<file path="src/aims_pkg.sv">
package aims_pkg;

    // ------------------------------------------------------------------
    // Register map
    // ------------------------------------------------------------------
    localparam logic [3:0] REG_PAIR_CONFIG_ADDR    = 4'h0;
    localparam logic [3:0] REG_CHANNEL_SELECT_ADDR = 4'h4;
    localparam logic [3:0] REG_PORT_ENABLE_ADDR    = 4'h8;
    localparam logic [3:0] REG_ROUTE_STATUS_ADDR   = 4'hC;

    localparam logic [7:0] PAIR_CONFIG_RESET    = 8'h00;
    localparam logic [7:0] CHANNEL_SELECT_RESET = 8'h00;
    localparam logic [7:0] PORT_ENABLE_RESET    = 8'h00;
    localparam logic [31:0] UNMAPPED_READ       = 32'h0000_0000;

    // ------------------------------------------------------------------
    // Field positions
    // ------------------------------------------------------------------
    localparam int PINS_0_1_PAIR_BIT   = 0;
    localparam int PINS_2_3_PAIR_BIT   = 1;
    localparam int AMP_REF_PAIR_BIT    = 2;
    localparam int PORT_GROUP_PAIR_BIT = 3;
    localparam int CONFIG_FIELD_WIDTH  = 4;
    localparam int CHANNEL_CODE_WIDTH  = 4;
    localparam int PORT_PIN_COUNT      = 8;

    // ------------------------------------------------------------------
    // Channel codes
    // ------------------------------------------------------------------
    localparam logic [3:0] CODE_PIN0      = 4'h0;
    localparam logic [3:0] CODE_PIN1      = 4'h1;
    localparam logic [3:0] CODE_PIN2      = 4'h2;
    localparam logic [3:0] CODE_PIN3      = 4'h3;
    localparam logic [3:0] CODE_AMP       = 4'h4;
    localparam logic [3:0] CODE_GROUND    = 4'h5;
    localparam logic [3:0] CODE_EVEN      = 4'h6;
    localparam logic [3:0] CODE_ODD       = 4'h7;

    typedef enum logic [3:0] {
        SRC_PIN0,
        SRC_PIN1,
        SRC_PIN2,
        SRC_PIN3,
        SRC_AMP,
        SRC_GROUND,
        SRC_EVEN_GROUP,
        SRC_ODD_GROUP,
        SRC_TEMP_SENSOR,
        SRC_AMP_COMMON_REF
    } aims_source_type;

    // Route presented to the converter input stage.
    typedef struct packed {
        aims_source_type positive_src;
        aims_source_type negative_src;
        logic            differential;
        logic            twos_complement;
        logic [7:0]      even_pin_switch;
        logic [7:0]      odd_pin_switch;
    } aims_route_type;

endpackage

</file>
<file path="src/aims_mux_select.sv">
// The address map and the Avalon-MM slave port were decided locally.
`timescale 1ns/1ps
`default_nettype none

// Contract
// - Sources: external pins, Port 3 groups, amplifier, temperature sensor.
// - Each external pin works single-ended or within a pair.
// - Port 3 analog pins come from per-pin enable bits.
// - Any combination of Port 3 pins may be enabled together.
// - Even enabled pins feed one mux input, odd pins another.
// - Same-parity enabled pins are joined wired-OR on their input.
// - Paired Port 3 group measures even pins minus odd pins.
// - Amplifier output is selected through the common channel code.
// - After reset every input is single-ended, no pairing active.
// - Group entries carry only enabled Port 3 pins.
module aims_mux_select (
    input  wire logic                 clk_sys,
    input  wire logic                 rst,
    input  wire logic                 clk_en,
    input  wire logic [3:0]           avs_address,
    input  wire logic                 avs_read,
    input  wire logic                 avs_write,
    input  wire logic [31:0]          avs_writedata,
    input  wire logic [3:0]           avs_byteenable,
    output logic      [31:0]          avs_readdata,
    output logic                      avs_waitrequest,
    output aims_pkg::aims_route_type  route
);

    // ------------------------------------------------------------------
    // Register state
    // ------------------------------------------------------------------
    logic [3:0]  pair_config_q;
    logic [3:0]  pair_config_d;
    logic [3:0]  channel_code_q;
    logic [3:0]  channel_code_d;
    logic [7:0]  port_pin_analog_enable_q;
    logic [7:0]  port_pin_analog_enable_d;
    logic        ack_q;
    logic        ack_d;
    logic [31:0] readdata_q;
    logic [31:0] readdata_d;
    aims_pkg::aims_route_type route_q;
    aims_pkg::aims_route_type route_d;

    logic        access;
    logic        lane0_write;
    logic        read_taken;
    logic [31:0] status_word;

    // ------------------------------------------------------------------
    // Bus slave
    // ------------------------------------------------------------------
    // Every access is answered one cycle after it is presented; the wait
    // cycle lets read data come straight from a flip-flop.
    // A request is taken at the edge where waitrequest is still high. The
    // write lands at that same edge, and the acknowledge flop then drops
    // waitrequest for exactly one cycle. The master must release at the
    // edge that samples waitrequest low; since ack_q blocks a second
    // capture while it is set, a held request is never taken twice.
    // Back-to-back traffic therefore runs at one access per two cycles,
    // which is ample for three configuration registers written rarely.
    // While clk_en is low nothing is taken and waitrequest stays high,
    // so a stalled master simply waits; it is not refused.
    assign access          = (avs_read | avs_write) & clk_en;
    assign avs_waitrequest = ~ack_q;
    assign avs_readdata    = readdata_q;
    assign lane0_write     = avs_write & ~ack_q & clk_en & avs_byteenable[0];
    assign read_taken      = avs_read & ~ack_q & clk_en;

    // ------------------------------------------------------------------
    // Status word
    // ------------------------------------------------------------------
    // The status word mirrors the registered route, so software sees the
    // sources and flags the converter stage is handed (not the pin switches),
    // one cycle after a configuration write has landed.
    assign status_word[3:0]   = route_q.positive_src;
    assign status_word[7:4]   = route_q.negative_src;
    assign status_word[15:8]  = 8'h00;
    assign status_word[16]    = route_q.differential;
    assign status_word[17]    = route_q.twos_complement;
    assign status_word[31:18] = 14'h0000;

    // ------------------------------------------------------------------
    // Register access
    // ------------------------------------------------------------------

    always_comb begin
        pair_config_d            = pair_config_q;
        channel_code_d           = channel_code_q;
        port_pin_analog_enable_d = port_pin_analog_enable_q;
        readdata_d               = readdata_q;
        ack_d                    = 1'b0;
        if (access && !ack_q) begin
            ack_d = 1'b1;
        end
        if (lane0_write) begin
            case (avs_address)
                aims_pkg::REG_PAIR_CONFIG_ADDR: begin
                    // Only the four pairing bits are stored.
                    pair_config_d = avs_writedata[3:0];
                end
                aims_pkg::REG_CHANNEL_SELECT_ADDR: begin
                    channel_code_d = avs_writedata[3:0];
                end
                aims_pkg::REG_PORT_ENABLE_ADDR: begin
                    // Any mix of bits is accepted.
                    port_pin_analog_enable_d = avs_writedata[7:0];
                end
                default: begin
                end
            endcase
        end
        if (read_taken) begin
            case (avs_address)
                aims_pkg::REG_PAIR_CONFIG_ADDR: begin
                    readdata_d = {28'h0000000, pair_config_q};
                end
                aims_pkg::REG_CHANNEL_SELECT_ADDR: begin
                    readdata_d = {28'h0000000, channel_code_q};
                end
                aims_pkg::REG_PORT_ENABLE_ADDR: begin
                    readdata_d = {24'h000000, port_pin_analog_enable_q};
                end
                aims_pkg::REG_ROUTE_STATUS_ADDR: begin
                    // Read-only; writes to this offset fall to default.
                    readdata_d = status_word;
                end
                default: begin
                    readdata_d = aims_pkg::UNMAPPED_READ;
                end
            endcase
        end
    end

    // ------------------------------------------------------------------
    // Route decode
    // ------------------------------------------------------------------
    logic [7:0] even_switch;
    logic [7:0] odd_switch;

    // Pins of one parity share a single node, so every enabled pin of that
    // parity is closed at once and the node sees them wired together.
    // The enable register places no limit on how many pins are closed;
    // a user who enables two pins of one parity shorts them through the
    // switches, and the converter sees whatever the stronger source wins.
    // Splitting by index parity keeps the two group nodes disjoint, so a
    // paired measurement never has the same pin on both sides.
    genvar gi;
    generate
        for (gi = 0; gi < aims_pkg::PORT_PIN_COUNT; gi = gi + 1) begin : g_pin
            if (gi % 2 == 0) begin : g_even
                assign even_switch[gi] = port_pin_analog_enable_q[gi];
                assign odd_switch[gi]  = 1'b0;
            end else begin : g_odd
                assign odd_switch[gi]  = port_pin_analog_enable_q[gi];
                assign even_switch[gi] = 1'b0;
            end
        end
    endgenerate

    // The route is rebuilt from the three registers on every cycle, so a
    // change of code or pairing takes effect on the next edge without any
    // sequencing. Every field gets a value on every path; the defaults
    // below leave the negative side on ground and all group switches
    // open, which is the single-ended case for any source.
    // Codes whose pair partner is active keep the lone source, since the
    // selection table gives them no use; that avoids a silent dead code.
    always_comb begin
        route_d                 = route_q;
        route_d.positive_src    = aims_pkg::SRC_GROUND;
        route_d.negative_src    = aims_pkg::SRC_GROUND;
        route_d.differential    = 1'b0;
        route_d.even_pin_switch = 8'h00;
        route_d.odd_pin_switch  = 8'h00;
        if (channel_code_q[3]) begin
            route_d.positive_src = aims_pkg::SRC_TEMP_SENSOR;
        end else begin
            case (channel_code_q)
                aims_pkg::CODE_PIN0: begin
                    route_d.positive_src = aims_pkg::SRC_PIN0;
                    if (pair_config_q[aims_pkg::PINS_0_1_PAIR_BIT]) begin
                        route_d.negative_src = aims_pkg::SRC_PIN1;
                        route_d.differential = 1'b1;
                    end
                end
                aims_pkg::CODE_PIN1: begin
                    // A paired pin's second code has no documented use;
                    // it is left selecting the pin alone.
                    route_d.positive_src = aims_pkg::SRC_PIN1;
                end
                aims_pkg::CODE_PIN2: begin
                    route_d.positive_src = aims_pkg::SRC_PIN2;
                    if (pair_config_q[aims_pkg::PINS_2_3_PAIR_BIT]) begin
                        route_d.negative_src = aims_pkg::SRC_PIN3;
                        route_d.differential = 1'b1;
                    end
                end
                aims_pkg::CODE_PIN3: begin
                    // Same treatment as the first pair's second code.
                    route_d.positive_src = aims_pkg::SRC_PIN3;
                end
                aims_pkg::CODE_AMP: begin
                    route_d.positive_src = aims_pkg::SRC_AMP;
                    if (pair_config_q[aims_pkg::AMP_REF_PAIR_BIT]) begin
                        route_d.negative_src =
                            aims_pkg::SRC_AMP_COMMON_REF;
                        route_d.differential = 1'b1;
                    end
                end
                aims_pkg::CODE_GROUND: begin
                    // With the amplifier paired this code stays on ground,
                    // which gives a harmless reading rather than none.
                    route_d.positive_src = aims_pkg::SRC_GROUND;
                end
                aims_pkg::CODE_EVEN: begin
                    route_d.positive_src    = aims_pkg::SRC_EVEN_GROUP;
                    route_d.even_pin_switch = even_switch;
                    if (pair_config_q[aims_pkg::PORT_GROUP_PAIR_BIT]) begin
                        // Even group minus odd group.
                        route_d.negative_src   = aims_pkg::SRC_ODD_GROUP;
                        route_d.odd_pin_switch = odd_switch;
                        route_d.differential   = 1'b1;
                    end
                end
                aims_pkg::CODE_ODD: begin
                    // The odd group alone, whether or not groups are paired.
                    route_d.positive_src   = aims_pkg::SRC_ODD_GROUP;
                    route_d.odd_pin_switch = odd_switch;
                end
                default: begin
                    route_d.positive_src = aims_pkg::SRC_TEMP_SENSOR;
                end
            endcase
        end
        route_d.twos_complement = route_d.differential;
    end

    assign route = route_q;

    // ------------------------------------------------------------------
    // State registers
    // ------------------------------------------------------------------
    // Bus and configuration state. Reset needs clk_en high, like every
    // other change of state, so a frozen block also ignores reset.
    always_ff @(posedge clk_sys) begin
        if (clk_en) begin
            if (rst) begin
                // Reset leaves all inputs single-ended.
                pair_config_q <= aims_pkg::PAIR_CONFIG_RESET[3:0];
                channel_code_q <= aims_pkg::CHANNEL_SELECT_RESET[3:0];
                port_pin_analog_enable_q <= aims_pkg::PORT_ENABLE_RESET;
                ack_q                    <= 1'b0;
                readdata_q               <= 32'h0000_0000;
            end else begin
                pair_config_q            <= pair_config_d;
                channel_code_q           <= channel_code_d;
                port_pin_analog_enable_q <= port_pin_analog_enable_d;
                ack_q                    <= ack_d;
                readdata_q               <= readdata_d;
            end
        end
    end

    // Route state. It is kept apart from the bus so that the converter
    // side sees a registered, glitch-free selection at all times.
    always_ff @(posedge clk_sys) begin
        if (clk_en) begin
            if (rst) begin
                route_q.positive_src    <= aims_pkg::SRC_PIN0;
                route_q.negative_src    <= aims_pkg::SRC_GROUND;
                route_q.differential    <= 1'b0;
                route_q.twos_complement <= 1'b0;
                route_q.even_pin_switch <= 8'h00;
                route_q.odd_pin_switch  <= 8'h00;
            end else begin
                route_q                 <= route_d;
            end
        end
    end

    // ------------------------------------------------------------------
    // Limitations
    // ------------------------------------------------------------------
    // Only byte lane 0 carries write data; a write with that lane disabled is
    // acknowledged and stores nothing. Unmapped reads return zero and
    // unmapped writes are dropped. Holding clk_en low stalls any bus
    // request indefinitely, so the host must not park the block while
    // software still expects an answer.

endmodule

`default_nettype wire

</file>
<file path="config.mk">
export PLATFORM = sky130hd
export DESIGN_NAME = aims_mux_select
export DESIGN_NICKNAME = d
export VERILOG_FILES = /design/src/aims_pkg.sv /design/src/aims_mux_select.sv
export SDC_FILE = /design/constraint.sdc
export NUM_CORES = 1
export LEC_CHECK = 0
export BUFFER_PORTS_ARGS = -buffer_cell sky130_fd_sc_hd__buf_2
export CAP_MARGIN = 15
export CORE_MARGIN = 2
export CORE_UTILIZATION = 25
export DETAILED_ROUTE_END_ITERATION = 12
export PLACE_DENSITY_LB_ADDON = 0.05
export SLEW_MARGIN = 10
export SYNTH_ARGS = -nofsm -noshare
export SYNTH_HDL_FRONTEND = slang
export SYNTH_SLANG_ARGS = --single-unit
</file>
<file path="constraint.sdc">
create_clock -name clk_sys -period 1.5 [get_ports clk_sys]
set_clock_uncertainty 0.05 [all_clocks]
set_input_delay 0.075 -clock clk_sys [delete_from_list [all_inputs] [get_ports clk_sys]]
set_output_delay 0.075 -clock clk_sys [all_outputs]
set_load 0.01 [all_outputs]
</file>
==> key figures <==
Outcome
  – Status: completed

Timing
  – Final worst-path cycle share: 93.17%
  – Min cycle time layout: 1.398 ns
  – Max Transition Viols Final: 0
  – Endpoints failing setup: 0
  – Highest Clock Rate: 0.7155 GHz
  – Final TNS setup: 0 ns
  – RSZ-0062 raised after global routing: false
  – Final hold violation count: 0

Power
  – Pwr dens: 950.2 mW/mm^2
  – Cell leakage power: between 1 and 1.5 nW
  – Worst IR drop on VDD: between 0.3 and 0.4 mV

Global route
  – First-pass GRT wire length: 6.258 mm
  – GR Util All Layers: a little under a tenth
  – Grt met2 use: 15.79%
  – Grt total ovfl: 0
  – Number of global-route vias before repair: 1,201
  – Largest net degree at the start of global routing: 17
  – GRT busiest layer: met2
  – GRT met1 Usage: around an eighth
  – Initial antenna violation count: 0
  – M3 GR Usage: roughly 1.8%

CTS
  – Root Driver: clkbuf_8
  – Post-CTS Setup Bufs: 0
  – CTS tree: yes
  – H-tree depth: 2
  – Max clock buf depth: 2
  – Skew-Pair Late Insertion Delay: 0.29 ns
  – Reg clk slew, reported paths: ~0.070 ns
  – PostCTS Resize Cnt: 0
  – TritonCTS Buffers: 5
  – Cts hold-fix bufs: 0
  – Number of clock sinks: 42

Placement
  – RD Place Congestion: 0.7231
  – IO Port Bufs: 45
  – DP Area: 0.002349 mm^2
  – Post-DP HPWL: 3.380 mm

Yosys
  – Yosys warns: 0
  – Synth Flop Type: edfxtp_1
  – Share of the synthesized area in the top cell type: between 60% and 70%
  – Synth top area cells: edfxtp_1 60%, buf_4 12%, mux2i_1 5.8%, and2_1 4.5%, nor2b_1 3.0%
  – Synth unique cells: 27
  – Dominant cell type by area after synthesis: edfxtp_1
  – Async S/R FF share, synth: 0%
  – Post-Synthesis Cell Area: 0.002088 mm^2
  – Synth cell count leaders: 42 x edfxtp_1, 34 x buf_4, 15 x and2_1
  – EDFF count, synth: 42
  – Post-Synthesis Cells: about 160
  – Most frequent cell after synthesis: edfxtp_1
  – Seq/Total Area, Yosys: about three fifths
  – Synthesized area per cell: 12.73 um^2
  – Yosys reg bits: 42

Floorplanning
  – DIE HEIGHT: 95.40 um
  – Die width: approximately 95 um
  – Effective utilization at floorplan: approximately a quarter
  – Die ar.: approximately 0.0091 mm^2
  – IO Pins: 104
  – Row count: 33
  – Total core area: roughly 0.008 mm^2

Routing
  – Via density: between 3 and 4
  – Initial DRC count: between 40 and 50
  – Avg WL per Cell: between 10 and 15 um
  – DRT Pass-1 Iters: 4
  – Residual DRC: 0
  – Routed Antenna Nets: 0
  – Final wirelength: just over 4 mm
  – Vias: 1,251

Critical path
  – Crit-path max FO: 8
  – CP Data Arrival Time: around 1.3 ns
  – Setup CP Type: flip-flop to flip-flop
  – Type of origin of the critical path: flip-flop
  – Slowest CP cell: edfxtp_1
  – Crit path cell chain: and3b_1 -> o21ai_0 -> nor2_1 -> buf_4
  – CP peak stage delay: 0.39 ns
  – Req. time, crit path: 1.44 ns
  – Critical Path End Type: flip-flop

Finish
  – Design Area, Final: 0.002425 mm^2
  – Antenna cells: 0
  – Nets: 262
  – Area grow syn2layout: 16.12%
  – Layout cells sized above 1: approximately 29%
  – # fillers: 891

Worst hold path
  – Hold Path Class: input port to flip-flop

Run
  – Total of max-cap violations: 0
[cells in the final DEF (no fill, tap or decap), types with 2 or more instances in the layout]
master and n:
inv_1 2, buf_2 45, buf_4 10, and4b_1 2, nor2_1 12, edfxtp_1 42
o211ai_1 2, and2_1 15, and3_1 2, clkbuf_8 5, nor3_1 3, mux2i_1 12
conb_1 31, a21oi_1 3, clkbuf_1 2, nor2b_1 10, nand2_1 6, o22ai_1 4
[registers in the layout, indices dropped and copies added (netlist names)]
name and cells:
pair_config_q 4, port_pin_analog_enable_q 8, ack_q 1, avs_readdata 9, route 16, channel_code_q 4
[kinds of logic (layout without fill, tap and decap cells)]
logic type             count (synthesis)  after routing  share of synthesized area [%]
multiplexers                          13             13                          6.291
AO/OA/AOI/OAI                         13             13                          4.373
AND/OR/NAND/NOR                       54             54                          14.80
buffers and inverters                 40             64                          13.78
other                                  2             31                         0.3596
flip-flops                            42             42                          60.40
[report_power, final]
part | leakage [nW] | internal [mW] | switching, mW
sequential | 0.408 | 1.35 | 0.0269
clock | 0.0383 | 0.321 | 0.358
combinational | 0.588 | 0.0971 | 0.155
[worst max-delay path, delay by kind of cell (launching register included)]
family                 cells  cell delay, ns
flip-flops                 1            0.39
AND/OR/NAND/NOR            2            0.35
buffers and inverters      1            0.19
AO/OA/AOI/OAI              1            0.13
[stage by stage]
stage | hold slack [ns] | total power, mW | utilization (%) | std cells | setup slack (ns)
3_5_place_dp | 0.3267 | 1.657 | 28.73 | 315 | 0.06979
4_1_cts | 0.02277 | 2.332 | 29.66 | 322 | 0.07690
3_3_place_gp | 0.3299 | 1.655 | 28.73 | 315 | 0.07533
5_1_grt | 0.02836 | 2.419 | 29.66 | 322 | 0.01407
6_report | 0.02703 | 2.304 | 29.66 | 322 | 0.1024
2_1_floorplan | 0.1375 | 1.603 | - | 193 | 0.01277
[area by class of cell]
cell class              instances  area [um^2]  area share (%)
flip-flops and latches         42         1261           52.01
clock buffers                   7        76.32           3.148
well taps                     105        131.4           5.418
repair buffers                 55        300.3           12.38
inverters                       2        7.507          0.3096
multi-input cells             111        648.1           26.73
[worst paths after layout]
check | cells after the start | end | startpoint | slack [ns]
worst max-delay path | 4 | port_pin_analog_enable_q[1] | ack_q | 0.10
worst min-delay path | 2 | port_pin_analog_enable_q[4] | avs_writedata[4] | 0.03
worst max register to register | 4 | port_pin_analog_enable_q[1] | ack_q | 0.10
worst min register to register | 1 | route[1] | port_pin_analog_enable_q[1] | 0.51
[layer usage]
layer  vias to the layer above  part of all wire [%]
li1                        615                     -
met1                       578                    43
met2                        51                    49
met3                         7                   6.1
met4                         0                   2.1
met5                         -                     0
(Power assumes the default switching activity.)
